File: src/hdl/pst_regs.svh
/*
 * constants of the pd mac self-test block: register offsets, field positions,
 * reset values and timing counts.
 * assumes inclusion by bare name from the design modules, the checker and the testbench.
 */
`ifndef PST_REGS_SVH
`define PST_REGS_SVH

// register indices as printed; the byte address is four times the index
`define PST_IDX_CTL_A        16'h1ac0
`define PST_IDX_CTL_B        16'h1ac1
`define PST_IDX_ERR_HI       16'h1ac2
`define PST_IDX_ERR_LO       16'h1ac3
`define PST_IDX_RX_STAT      16'h1ac7
`define PST_IDX_LINK_CTL     16'h1ac8
`define PST_ADDR_W           16

// control register a fields
`define PST_A_MODE_LSB       0
`define PST_A_EN             3
`define PST_A_RX_EN          4
`define PST_A_LOOPBACK       5
`define PST_A_AUTO_RSP       6
`define PST_MODE_CONT        3'h2

// control register b fields
`define PST_B_TX_START       0
`define PST_B_TX_RST         1
`define PST_B_CLR_ERR        2

// receive status fields
`define PST_S_DONE           0
`define PST_S_ERROR          1

// timing: bit time and frame length
`define PST_CLK_MHZ          100
`define PST_BIT_NS           3334
`define PST_BIT_CYC          ((`PST_BIT_NS * `PST_CLK_MHZ) / 1000)
`define PST_FRAME_BITS       16'h0100
`define PST_LFSR_SEED        16'hace1

`endif

File: src/hdl/pst_pkg.sv
/*
 * types of the self-test block.
 * assumes pst_regs.svh is on the include path.
 */
package pst_pkg;
    typedef enum logic [1:0] {PST_TX_IDLE, PST_TX_RUN, PST_TX_RSP} pst_tx_state_t;

    typedef struct packed {
        logic [15:0] lfsr_q;
        logic [15:0] bit_cnt_q;
        logic [15:0] div_q;
    } pst_prbs_state_t;
endpackage

File: src/hdl/pst_prbs_if.sv
/*
 * interface between the self-test top and its prbs bit engine.
 * assumes one clock domain, aclk.
 */
`timescale 1ns/1ns
interface pst_prbs_if;
    logic       seed;    // reload the sequence
    logic       step;    // advance one bit
    logic       bit_out; // current sequence bit
    modport eng (input seed, input step, output bit_out);
    modport usr (output seed, output step, input bit_out);
endinterface

File: src/hdl/pst_prbs.sv
/*
 * prbs generator: a 16-bit lfsr, x^16+x^14+x^13+x^11+1.
 * assumes seed and step are single-cycle strobes on aclk.
 */
`timescale 1ns/1ns
`include "pst_regs.svh"
module pst_prbs
    import pst_pkg::*;
(
    input  wire logic aclk,    // system clock
    input  wire logic aresetn, // synchronous reset, active low
    pst_prbs_if.eng   pif      // seed/step/bit
);
    logic [15:0] lfsr_q;
    logic [15:0] lfsr_d;

    // seed wins over step, so a reset never advances the sequence
    always_comb begin
        lfsr_d = lfsr_q;
        if (pif.seed) begin
            lfsr_d = `PST_LFSR_SEED;
        end else if (pif.step) begin
            lfsr_d = {lfsr_q[14:0], lfsr_q[15] ^ lfsr_q[13] ^ lfsr_q[12] ^ lfsr_q[10]};
        end
    end

    always_ff @(posedge aclk) begin
        if (!aresetn) begin
            lfsr_q <= `PST_LFSR_SEED;
        end else begin
            lfsr_q <= lfsr_d;
        end
    end

    assign pif.bit_out = lfsr_q[15];
endmodule

File: src/hdl/pst_selftest.sv
/*
 * self-test logic of a power delivery mac: prbs transmit, receive compare,
 * 16-bit error count, status flags, automatic error-count answer;
 * registers over axi4-lite.
 * assumes the line coder takes one bit per bit-time enable and the line
 * decoder delivers received bits as single-cycle strobes on aclk.
 */
// Function
// - writing one to clear-error-count zeroes both counter bytes; write-only bit.
// - transmit-reset one resets transmitter and generator; never stored, reads zero.
// - transmit-start never reseeds the generator; sequence continues across frames.
// - in continuous mode transmit-reset stops the transmitter within one bit time.
// - reset and start written together: reset wins, start is dropped.
// - bit 0 write launches a frame; read returns transmit-active.
// - mode selects endless transmission or exactly one frame.
// - in receive mode with auto-response set, the error-count message is sent.
// - error counter is 16-bit, read-only, reset zero; high then low register.
// - with loopback and receive enabled, transmitted bits are compared internally.
// - receive-done sets on a full frame and clears by writing one.
// - receive-error valid with done: zero clean, one on errors.
// - setting receive enable enables receiver, reseeds reference, clears counter.
// - self-test enable with loopback blocks data from the normal receive path.
`timescale 1ns/1ns
`include "pst_regs.svh"
module pst_selftest
    import pst_pkg::*;
#(
    parameter int BIT_CYC    = `PST_BIT_CYC,    // clock cycles per bit time
    parameter int FRAME_BITS = `PST_FRAME_BITS  // bits in one prbs frame
) (
    input  wire logic        aclk,          // 100 mhz clock
    input  wire logic        aresetn,       // synchronous reset, active low
    input  wire logic [31:0] s_axi_awaddr,  // write address
    input  wire logic        s_axi_awvalid, // write address valid
    output logic             s_axi_awready, // write address ready
    input  wire logic [31:0] s_axi_wdata,   // write data
    input  wire logic [3:0]  s_axi_wstrb,   // write strobes
    input  wire logic        s_axi_wvalid,  // write data valid
    output logic             s_axi_wready,  // write data ready
    output logic [1:0]       s_axi_bresp,   // write response
    output logic             s_axi_bvalid,  // write response valid
    input  wire logic        s_axi_bready,  // write response ready
    input  wire logic [31:0] s_axi_araddr,  // read address
    input  wire logic        s_axi_arvalid, // read address valid
    output logic             s_axi_arready, // read address ready
    output logic [31:0]      s_axi_rdata,   // read data
    output logic [1:0]       s_axi_rresp,   // read response
    output logic             s_axi_rvalid,  // read data valid
    input  wire logic        s_axi_rready,  // read data ready
    input  wire logic        rx_bit,        // decoded line bit
    input  wire logic        rx_bit_valid,  // strobe for rx_bit
    input  wire logic        rx_frame_end,  // decoder saw end of frame
    output logic             tx_bit,        // bit to the line coder
    output logic             tx_bit_valid,  // strobe, one per bit time
    output logic             tx_power_on,   // powers the line transmitter
    output logic             rx_func_bit_valid, // strobe to normal receive path
    output logic             rsp_send       // request error-count message
);
    localparam logic [15:0] BIT_CYC_W = 16'(BIT_CYC);
    localparam logic [15:0] FRAME_W   = 16'(FRAME_BITS);

    typedef struct packed {
        logic          awready;
        logic          wready;
        logic          bvalid;
        logic [1:0]    bresp;
        logic          arready;
        logic          rvalid;
        logic [1:0]    rresp;
        logic [31:0]   rdata;
        logic          aw_have;
        logic          w_have;
        logic [15:0]   aw_idx;
        logic [31:0]   wdata;
        logic [3:0]    wstrb;
        logic [7:0]    ctl_a;
        logic          link_tx_auto;
        pst_tx_state_t tx_st;
        logic [15:0]   div;
        logic [15:0]   tx_cnt;
        logic          tx_bit;
        logic          tx_valid;
        logic [15:0]   rx_cnt;
        logic [15:0]   err_cnt;
        logic          frame_err;
        logic          rx_done;
        logic          rx_error;
        logic          rsp;
        logic          func_valid;
    } st_t;

    st_t s_q;
    st_t s_d;

    pst_prbs_if tx_if ();
    pst_prbs_if rx_if ();

    pst_prbs u_tx_prbs (.aclk(aclk), .aresetn(aresetn), .pif(tx_if));
    pst_prbs u_rx_prbs (.aclk(aclk), .aresetn(aresetn), .pif(rx_if));

    // index from a byte address; unmapped addresses are decoded by the caller
    function automatic logic [15:0] idx_of(input logic [31:0] a);
        return a[17:2];
    endfunction

    function automatic logic mapped(input logic [15:0] i);
        return (i == `PST_IDX_CTL_A) || (i == `PST_IDX_CTL_B) || (i == `PST_IDX_ERR_HI) ||
               (i == `PST_IDX_ERR_LO) || (i == `PST_IDX_RX_STAT) || (i == `PST_IDX_LINK_CTL);
    endfunction

    logic        wr_go;
    logic        wr_b;
    logic        wr_a;
    logic        wr_s;
    logic [7:0]  wbyte;
    logic        tx_rst;
    logic        tx_start;
    logic        clr_err;
    logic        rx_en_rise;
    logic        en;
    logic        rx_en;
    logic        loop;
    logic        cont;
    logic        bit_tick;
    logic        in_bit;
    logic        in_valid;
    logic        rx_step;
    logic        mismatch;
    logic        frame_last;

    // write decode: a write completes when address and data are both held
    always_comb begin
        wr_go    = s_q.aw_have && s_q.w_have && !s_q.bvalid;
        wbyte    = s_q.wstrb[0] ? s_q.wdata[7:0] : 8'h00;
        wr_a     = wr_go && (s_q.aw_idx == `PST_IDX_CTL_A) && s_q.wstrb[0];
        wr_b     = wr_go && (s_q.aw_idx == `PST_IDX_CTL_B);
        wr_s     = wr_go && (s_q.aw_idx == `PST_IDX_RX_STAT);
        tx_rst   = wr_b && wbyte[`PST_B_TX_RST];
        tx_start = wr_b && wbyte[`PST_B_TX_START] && !tx_rst;
        clr_err  = wr_b && wbyte[`PST_B_CLR_ERR];
        rx_en_rise = wr_a && wbyte[`PST_A_RX_EN] && !s_q.ctl_a[`PST_A_RX_EN];
        en       = s_q.ctl_a[`PST_A_EN];
        rx_en    = s_q.ctl_a[`PST_A_RX_EN];
        loop     = s_q.ctl_a[`PST_A_LOOPBACK];
        cont     = s_q.ctl_a[2:0] == `PST_MODE_CONT;
        bit_tick = s_q.div == BIT_CYC_W - 16'h0001;
        frame_last = s_q.tx_cnt == FRAME_W - 16'h0001;
        // loopback feeds the transmitted bits back to the compare
        in_bit   = (loop && en) ? s_q.tx_bit : rx_bit;
        in_valid = (loop && en) ? s_q.tx_valid : rx_bit_valid;
        rx_step  = rx_en && in_valid && !rx_en_rise;
        mismatch = rx_step && (in_bit != rx_if.bit_out);
    end

    // generator strobes: only transmit-reset reseeds the transmit side
    assign tx_if.seed = tx_rst;
    assign tx_if.step = (s_q.tx_st == PST_TX_RUN) && bit_tick && !tx_rst;
    assign rx_if.seed = rx_en_rise;
    assign rx_if.step = rx_step;

    // next-state logic
    always_comb begin
        s_d = s_q;
        s_d.rsp = 1'b0;
        s_d.tx_valid = 1'b0;

        // write channel acceptance, either order
        s_d.awready = 1'b0;
        s_d.wready  = 1'b0;
        if (s_axi_awvalid && s_q.awready) begin
            s_d.aw_have = 1'b1;
            s_d.aw_idx  = idx_of(s_axi_awaddr);
        end else if (!s_q.aw_have && !s_axi_awvalid) begin
            s_d.awready = 1'b0;
        end
        if (s_axi_wvalid && s_q.wready) begin
            s_d.w_have = 1'b1;
            s_d.wdata  = s_axi_wdata;
            s_d.wstrb  = s_axi_wstrb;
        end
        if (!s_d.aw_have && s_axi_awvalid && !s_q.awready) begin
            s_d.awready = 1'b1;
        end
        if (!s_d.w_have && s_axi_wvalid && !s_q.wready) begin
            s_d.wready = 1'b1;
        end
        if (wr_go) begin
            s_d.bvalid  = 1'b1;
            s_d.bresp   = mapped(s_q.aw_idx) ? 2'b00 : 2'b10;
            s_d.aw_have = 1'b0;
            s_d.w_have  = 1'b0;
        end
        if (s_q.bvalid && s_axi_bready) begin
            s_d.bvalid = 1'b0;
        end

        // read channel: one read at a time, answer two cycles after arvalid
        s_d.arready = 1'b0;
        if (s_axi_arvalid && !s_q.arready && !s_q.rvalid) begin
            s_d.arready = 1'b1;
        end
        if (s_axi_arvalid && s_q.arready) begin
            s_d.rvalid = 1'b1;
            s_d.rresp  = 2'b00;
            s_d.rdata  = 32'h0000_0000;
            unique case (idx_of(s_axi_araddr))
                `PST_IDX_CTL_A:    s_d.rdata[7:0] = s_q.ctl_a;
                // start and reset are not stored: bit 0 shows activity, bit 1 reads zero
                `PST_IDX_CTL_B:    s_d.rdata[0] = s_q.tx_st != PST_TX_IDLE;
                `PST_IDX_ERR_HI:   s_d.rdata[7:0] = s_q.err_cnt[15:8];
                `PST_IDX_ERR_LO:   s_d.rdata[7:0] = s_q.err_cnt[7:0];
                `PST_IDX_RX_STAT:  s_d.rdata[1:0] = {s_q.rx_error, s_q.rx_done};
                `PST_IDX_LINK_CTL: s_d.rdata[0] = s_q.link_tx_auto;
                default:           s_d.rresp = 2'b10;
            endcase
        end
        if (s_q.rvalid && s_axi_rready) begin
            s_d.rvalid = 1'b0;
        end

        // control register a; link control holds the auto-response enable
        if (wr_a) begin
            s_d.ctl_a = wbyte;
        end
        if (wr_go && (s_q.aw_idx == `PST_IDX_LINK_CTL) && s_q.wstrb[0]) begin
            s_d.link_tx_auto = wbyte[0];
        end

        // bit-time divider runs while transmitting
        if (s_q.tx_st == PST_TX_IDLE || bit_tick) begin
            s_d.div = 16'h0000;
        end else begin
            s_d.div = s_q.div + 16'h0001;
        end

        // transmitter
        unique case (s_q.tx_st)
            PST_TX_IDLE: begin
                if (tx_start && en) begin
                    s_d.tx_st  = PST_TX_RUN;
                    s_d.tx_cnt = 16'h0000;
                end
            end
            PST_TX_RUN: begin
                if (bit_tick) begin
                    s_d.tx_bit   = tx_if.bit_out;
                    s_d.tx_valid = 1'b1;
                    s_d.tx_cnt   = frame_last ? 16'h0000 : s_q.tx_cnt + 16'h0001;
                    if (frame_last && !cont) begin
                        s_d.tx_st = PST_TX_IDLE;
                    end
                end
            end
            PST_TX_RSP: begin
                s_d.tx_st = PST_TX_IDLE;
            end
        endcase
        // reset stops at once, well inside one bit time
        if (tx_rst || !en) begin
            s_d.tx_st  = PST_TX_IDLE;
            s_d.tx_cnt = 16'h0000;
            s_d.div    = 16'h0000;
        end

        // receive compare and frame end
        if (rx_step) begin
            s_d.rx_cnt = s_q.rx_cnt + 16'h0001;
            if (mismatch) begin
                s_d.frame_err = 1'b1;
                if (s_q.err_cnt != 16'hffff) begin
                    s_d.err_cnt = s_q.err_cnt + 16'h0001;
                end
            end
        end
        // clearing done happens before setting so a new frame end wins
        if (wr_s && wbyte[`PST_S_DONE]) begin
            s_d.rx_done = 1'b0;
        end
        if (rx_en && ((rx_step && s_q.rx_cnt == FRAME_W - 16'h0001) || (!loop && rx_frame_end))) begin
            s_d.rx_done   = 1'b1;
            s_d.rx_error  = s_q.frame_err || mismatch;
            s_d.rx_cnt    = 16'h0000;
            s_d.frame_err = 1'b0;
            s_d.rsp       = s_q.ctl_a[`PST_A_AUTO_RSP] || s_q.link_tx_auto;
        end
        if (clr_err || rx_en_rise) begin
            s_d.err_cnt = 16'h0000;
        end
        if (rx_en_rise) begin
            s_d.rx_cnt    = 16'h0000;
            s_d.frame_err = 1'b0;
        end

        // normal receive path blocked during loopback self-test
        s_d.func_valid = rx_bit_valid && !(en && loop);
    end

    always_ff @(posedge aclk) begin
        if (!aresetn) begin
            s_q <= '0;
            s_q.tx_st <= PST_TX_IDLE;
        end else begin
            s_q <= s_d;
        end
    end

    assign s_axi_awready     = s_q.awready;
    assign s_axi_wready      = s_q.wready;
    assign s_axi_bresp       = s_q.bresp;
    assign s_axi_bvalid      = s_q.bvalid;
    assign s_axi_arready     = s_q.arready;
    assign s_axi_rdata       = s_q.rdata;
    assign s_axi_rresp       = s_q.rresp;
    assign s_axi_rvalid      = s_q.rvalid;
    assign tx_bit            = s_q.tx_bit;
    assign tx_bit_valid      = s_q.tx_valid;
    assign tx_power_on       = s_q.ctl_a[`PST_A_EN];
    assign rx_func_bit_valid = s_q.func_valid;
    assign rsp_send          = s_q.rsp;
endmodule

File: config.mk
export PLATFORM = sky130hd
export DESIGN_NAME = pst_selftest
export DESIGN_NICKNAME = d
export VERILOG_FILES = /design/src/hdl/pst_pkg.sv /design/src/hdl/pst_prbs_if.sv /design/src/hdl/pst_prbs.sv /design/src/hdl/pst_selftest.sv
export VERILOG_INCLUDE_DIRS = /design/src /design/src/hdl
export SDC_FILE = /design/constraint.sdc
export NUM_CORES = 1
export LEC_CHECK = 0
export BUFFER_PORTS_ARGS = -buffer_cell sky130_fd_sc_hd__buf_2
export CELL_PAD_IN_SITES_DETAIL_PLACEMENT = 0
export CELL_PAD_IN_SITES_GLOBAL_PLACEMENT = 1
export CORE_MARGIN = 2
export CORE_UTILIZATION = 41
export DETAILED_ROUTE_END_ITERATION = 12
export MAX_ROUTING_LAYER = met4
export PLACE_DENSITY = 0.77
export SETUP_SLACK_MARGIN = 0.3
export SYNTH_ARGS = -nofsm -noshare
export SYNTH_HDL_FRONTEND = slang
export SYNTH_HIERARCHICAL = 1
export SYNTH_SLANG_ARGS = --single-unit
File: constraint.sdc
create_clock -name aclk -period 2.69 [get_ports aclk]
set_clock_uncertainty 0.15 [all_clocks]
set_input_delay 0.1345 -clock aclk [delete_from_list [all_inputs] [get_ports aclk]]
set_output_delay 0.1345 -clock aclk [all_outputs]
set_load 0.01 [all_outputs]
==> run summary, run 1 <==
Status = finished, final reports clean
Diode count = 0
Post-Place Worst Slack = 206 ps
Die Y-Extent = 137 um
FP Rows = 48
Drc violations = 0
Placed cells = 1,112
Post-synthesis sequential area ratio = 0.427
Arrival time at the worst endpoint = 2490 ps
GRT Total Usage = 0.185
Die width = 137 um
Initial antenna violation count = 0
Clk buf depth = 2
Sink Count = 155
Post-DP HPWL = 11,100 um
Max transition margin = 0.495
Peak supply drop = 0.500 mV
Fin cells = 1,185
Pin count of the biggest net entering global routing = 27
Post-synth ARST share = 0
CP max FO = 8
Main synth FF type = dfxtp_1
Routability cong. = 0.779
Worst Hold Class = in -> reg
Root buf cell = clkbuf_16
Placed inst area = 0.00770 mm^2
Core footprint = 0.0173 mm^2
Grt ovf = 0
Iteration count of the initial detailed-routing pass = 5
Initial drt markers = 384
#FFs+latches synth = 155
Layout cells sized above 1 = 0.164
Drt wl/cell = 13.8 um
Synth Instances = 847
Max cap viols = 0
Yosys warns = 6
CP required = 2850 ps
Die footprint = 0.0188 mm^2
Hold Violations, Final = 0
CTS tree = built
Leak = 3.17 nW
Number of flops mapped to enable cells by yosys = 0
First-pass GRT wire length = 26,700 um
Initial cell density of the core = 0.420
DRT Wirelength = 16,300 um
Final Max Tran Viols = 0
Minimum clock period = 2330 ps
Critical path class = reg -> reg
Synth Cell Area = 0.00727 mm^2
H-tree Lvls = 4
Clock buffer count from CTS = 17
Setup TNS = 0 ps
Via-to-Cell Ratio = 5.07
Synthesis-to-layout area growth = 21.2%
Startpoint Class = flip-flop
Post-route ant nets = 0
CTS clock-pin slew for the worst setup and hold paths = 60 ps
Tightest Pin Transition = 751 ps
Finished Cell Area = 0.00881 mm^2
Synth Area per Inst = 8.58 um^2
Overall Power = 5.14 mW
Highest clock rate = 0.430 GHz
Power density cells = 583 mW/mm^2
RSZ-0062 raised after global routing = yes
Final Cycle Share = 0.865
Via count of the first global-routing pass = 5,369
Nets@finish = 1,063
Via count = 6,008
Final WS setup = 364 ps
Worst setup EP type = flip-flop
Netlist cell types = 63
Top Ports = 156
Clock latency on the worst-skew pair = 430 ps
I/O Buffers = 70
Setup violators final = 0
critical path: stages, from the launching register on:
cell and delay (ps):
dfxtp_1 360, or4b_4 580, nor4_4 380, nor2b_4 250, buf_4 210, mux2i_1 220, nor2_1 50
power by group:
part | leakage, nW | total (mW) | internal (mW) | switching, mW
clock network | 0.310 | 2.59 | 1.67 | 0.918
logic | 1.61 | 0.217 | 0.0978 | 0.119
registers | 1.25 | 2.33 | 2.31 | 0.0154
total | 3.17 | 5.14 | 4.08 | 1.05
cells in the mapped netlist (3+ instances only):
cell type  count  area, um^2
and4_1         5        43.8
xor2_1        17         149
nand2_1      125         469
o31ai_1        8        60.1
nor4b_1        5        43.8
o21ai_0       20         100
or4b_4         3        41.3
a22o_1         6        52.6
a31oi_1       13        81.3
nand4_1       15        93.8
nor4_4         3        63.8
nor2_1        91         342
dfxtp_1      155        3100
and3_1        11        68.8
buf_4         38         285
ha_1           5        62.6
nor3_1        15        75.1
buf_1          7        26.3
nor2b_1        8        50.1
mux2i_1       53         531
a21oi_1       50         250
buf_2          7        35.0
and2_1        10        62.6
o21ai_1        5        25.0
nand3_1       34         170
or4_1         10        75.1
o21a_1         4        30.0
or3_1          7        43.8
clkbuf_1      21        78.8
or3b_1         4        35.0
inv_1         13        48.8
o2111ai_1      3        26.3
nand2b_1       7        43.8
xnor2_1       18         158
nor4_1         6        37.5
nand4b_1       4        35.0
nand3b_1       6        45.0
sequential cells by signal (all words and copies together), names as in the netlist:
register and count:
rx_en 1, u_rx_prbs/lfsr_q 16, tx_bit 1, s_q 101, tx_bit_valid 1, s_axi_rresp 1, s_axi_awready 1, s_axi_bresp 1
rsp_send 1, s_axi_rdata 8, s_axi_rvalid 1, rx_func_bit_valid 1, s_axi_wready 1, loop 1, tx_power_on 1, s_axi_arready 1
u_tx_prbs/lfsr_q 16, s_axi_bvalid 1
stage by stage:
stage,util,hold slack [ps]
2_1_floorplan,-,101
3_3_place_gp,0.445,230
3_5_place_dp,0.445,232
4_1_cts,0.505,1.34
5_1_grt,0.509,31.7
6_report,0.509,19.9
final cells by class:
cell class | instances | area (um^2)
well taps | 225 | 282
clock buffers | 25 | 505
fillers | 1653 | 8480
multi-input cells | 627 | 3810
inverters | 13 | 48.8
repair buffers | 134 | 931
clock inverters | 6 | 133
flip-flops and latches | 155 | 3110
logic make-up after synthesis:
logic type / count (synthesis) / synth area share
and+or+nand+nor: 381 / 0.267
muxes: 54 / 0.0745
AOI/OAI and AO/OA: 126 / 0.108
xor gates and xnor gates: 35 / 0.0422
other: 1 / 0.000516
DFF: 155 / 0.427
buffers and inverters: 90 / 0.0724
adders and majority gates: 5 / 0.00860
cell usage in the layout (no fill, tap or decap), types with 5 or more instances in the layout:
master / count
dfxtp_1: 153
nand2_1: 124
nor2_1: 89
buf_2: 70
mux2i_1: 53
a21oi_1: 50
dlygate4sd3_1: 37
nand3_1: 34
conb_1: 26
buf_4: 26
o21ai_0: 20
xnor2_1: 18
xor2_1: 17
clkbuf_16: 17
nand4_1: 15
nor3_1: 14
a31oi_1: 13
and3_1: 11
inv_1: 11
and2_1: 10
or4_1: 9
o31ai_1: 8
nor2b_1: 7
or3_1: 6
nand2b_1: 6
nand3b_1: 6
a22o_1: 6
and4_1: 5
nor4_1: 5
nor4b_1: 5
o21ai_1: 5
or4b_4: 5
clkbuf_8: 5
timing repair:
action,CTS,global route
cloned,0,1
pin swaps,1,3
gates resized for setup,2,16
buffers inserted,3,1
hold buffers,37,0
setup endpoints to repair,34,50
endpoints found under the hold margin,33,0
final timing paths:
path / start / cells past startpoint / end / slack [ps]
setup / recovery: s_q[59]$_SDFF_PP0_ / 6 / u_tx_prbs/lfsr_q[12]$_SDFFE_PP0P_ / 360
hold reg to reg: s_q[55]$_SDFF_PP0_ / 1 / s_q[55]$_SDFF_PP0_ / 290
setup reg to reg: s_q[59]$_SDFF_PP0_ / 6 / u_tx_prbs/lfsr_q[12]$_SDFFE_PP0P_ / 360
hold / removal: aresetn / 3 / rx_func_bit_valid$_SDFF_PN0_ / 20
routing by layer:
metal  GRT usage  wire (um)
met1       0.255       8380
met2       0.268       7070
met3      0.0348        678
met4      0.0670        195
met5           -          0
Note: power is estimated with default switching activity, not from simulation.
==> inputs of run 2 (changes only) <==
- CTS_BUF_LIST: unset -> sky130_fd_sc_hd__clkbuf_16
==> run summary, run 2 (same netlist as run 1, synthesis figures left out) <==
Count of buffer and inverter cells on the critical path = 1
Final Cycle Share = 0.862
Filler cell count = 1,654
Final WS setup = 370 ps
CP max stage cell = or4b_4
Iteration count of the initial detailed-routing pass = 5
Status = finished, final reports clean
Via-to-Cell Ratio = 5.05
Placed inst area = 0.00770 mm^2
Hold Violations, Final = 0
Max cap viols = 0
RR Startpoint = s_q[59]$_SDFF_PP0_
Multi-input gate area = 0.00381 mm^2
Post-DP HPWL = 11,100 um
Post-Place Worst Slack = 206 ps
Comb power frac = 0.044
Die Y-Extent = 137 um
Highest clock rate = 0.431 GHz
Via count = 5,979
Nets@finish = 1,063
Max transition margin = 0.500
GRT Total Usage = 0.184
CTS tree = built
Critical-path cell list = or4b_4 -> nor4_4 -> nor2b_4 -> buf_4 -> mux2i_1 -> nor2_1
Worst setup EP type = flip-flop
Die footprint = 0.0188 mm^2
Initial drt markers = 352
CP required = 2850 ps
Drc violations = 0
Pin count of the biggest net entering global routing = 27
Power density cells = 567 mW/mm^2
Biggest registers after layout = s_q (101), u_rx_prbs/lfsr_q (16), u_tx_prbs/lfsr_q (16)
Initial antenna violation count = 0
Diode count = 0
Peak supply drop = 0.491 mV
Die width = 137 um
Setup violators final = 0
Sequential Area = 0.00311 mm^2
Initial cell density of the core = 0.420
Max FFs per register = 101
FP Rows = 48
RSZ-0062 raised after global routing = yes
Drt wl/cell = 13.7 um
Layout cells sized above 1 = 0.157
Top Ports = 156
Synthesis-to-layout area growth = 20.5%
CTS clock-pin slew for the worst setup and hold paths = 60 ps
Minimum clock period = 2320 ps
Startpoint Class = flip-flop
Delay-heaviest family, CP = simple AND/OR/NAND/NOR gates
Leak = 3.15 nW
Clock latency on the worst-skew pair = 420 ps
Setup TNS = 0 ps
Arrival time at the worst endpoint = 2480 ps
Critical path's largest stage delay = 580 ps
Sw Pwr = 1.04 mW
Core footprint = 0.0173 mm^2
Internal power = 3.93 mW
I/O Buffers = 70
Fin cells = 1,185
Sink Count = 155
Final Max Tran Viols = 0
DRT Wirelength = 16,200 um
Post-route ant nets = 0
Clk pwr share = 0.487
Min-delay src = s_axi_araddr[7]
Root buf cell = clkbuf_16
Finished Core Util = 0.507
Placed cells = 1,112
CP max FO = 8
Register with the most flip-flops = s_q
Via count of the first global-routing pass = 5,368
Routability cong. = 0.779
Reg power frac = 0.469
First-pass GRT wire length = 26,600 um
Clock buffer count from CTS = 17
Most common cell after layout, fill and taps aside = dfxtp_1
Tightest Pin Transition = 745 ps
Worst Hold Class = in -> reg
Critical path class = reg -> reg
Finished Cell Area = 0.00876 mm^2
Grt ovf = 0
Switching share of power = 0.209
Clk buf depth = 2
Most frequent cells in the layout = 153 x dfxtp_1, 125 x nand2_1, 90 x nor2_1, 70 x buf_2, 52 x mux2i_1
H-tree Lvls = 4
Crit path from = s_q[59]$_SDFF_PP0_
[run 2: changes by cell type in the layout (fill, tap and decap cells not counted), moves of 3 or more]
cell and change:
clkbuf_1 -3, clkbuf_8 -5, clkinv_1 +5, inv_1 +3
[run 2: what timing repair did]
action | CTS | global route
endpoints found under the hold margin | 33 | 0
gates resized for setup | 2 | 15
endpoints found under the setup margin | 34 | 46
setup buffers | 3 | 1
hold buffers | 37 | 0
gates cloned | 0 | 1
pin swaps | 1 | 4
[run 2: path summary, 6_finish.rpt]
| kind | slack [ps] | cells after the start | end |
|---|---|---|---|
| setup / recovery | 370 | 6 | u_tx_prbs/lfsr_q[12]$_SDFFE_PP0P_ |
| hold / removal | 10 | 5 | s_axi_rresp[1]$_SDFFE_PN0P_ |
| setup reg to reg | 370 | 6 | u_tx_prbs/lfsr_q[12]$_SDFFE_PP0P_ |
| hold reg to reg | 290 | 1 | s_q[55]$_SDFF_PP0_ |
[run 2: layout make-up]
| type | instances | area share |
|---|---|---|
| flip-flops and latches | 155 | 0.354 |
| inverters | 13 | 0.00557 |
| clock buffers | 17 | 0.0486 |
| repair buffers | 134 | 0.106 |
| well taps | 225 | 0.0321 |
| multi-input cells | 627 | 0.434 |
| clock inverters | 14 | 0.0186 |
[run 2: layer usage]
metal,vias up,GRT usage,share of wire
met3,12,0.0315,0.038
met4,0,0.0670,0.011
li1,3092,-,-
met1,2740,0.255,0.52
met2,135,0.268,0.43
met5,-,-,0
[run 2: power groups by stage]
stage | Sequential, mW | Clock [mW] | Combinational, mW
5_1_grt | 2.33 | 2.58 | 0.240
6_report | 2.33 | 2.42 | 0.217
3_3_place_gp | 2.38 | 0 | 0.174
3_5_place_dp | 2.38 | 0 | 0.174
4_1_cts | 2.33 | 2.48 | 0.215
2_1_floorplan | 2.38 | 0 | 0.129
[run 2: worst register-to-register path: cells and delay by family, from the launching register on]
family | cells | cell delay (ps)
DFF | 1 | 360
and+or+nand+nor | 4 | 1270
muxes | 1 | 220
buffers and inverters | 1 | 210
[run 2: per-stage QoR]
| stage | total power [mW] | hold WS, ps |
|---|---|---|
| after floorplan | 2.51 | 101 |
| after global placement | 2.55 | 230 |
| after detailed placement | 2.55 | 232 |
| after CTS | 5.02 | 2.12 |
| after global routing | 5.15 | 38.5 |
| final | 4.96 | 10.4 |
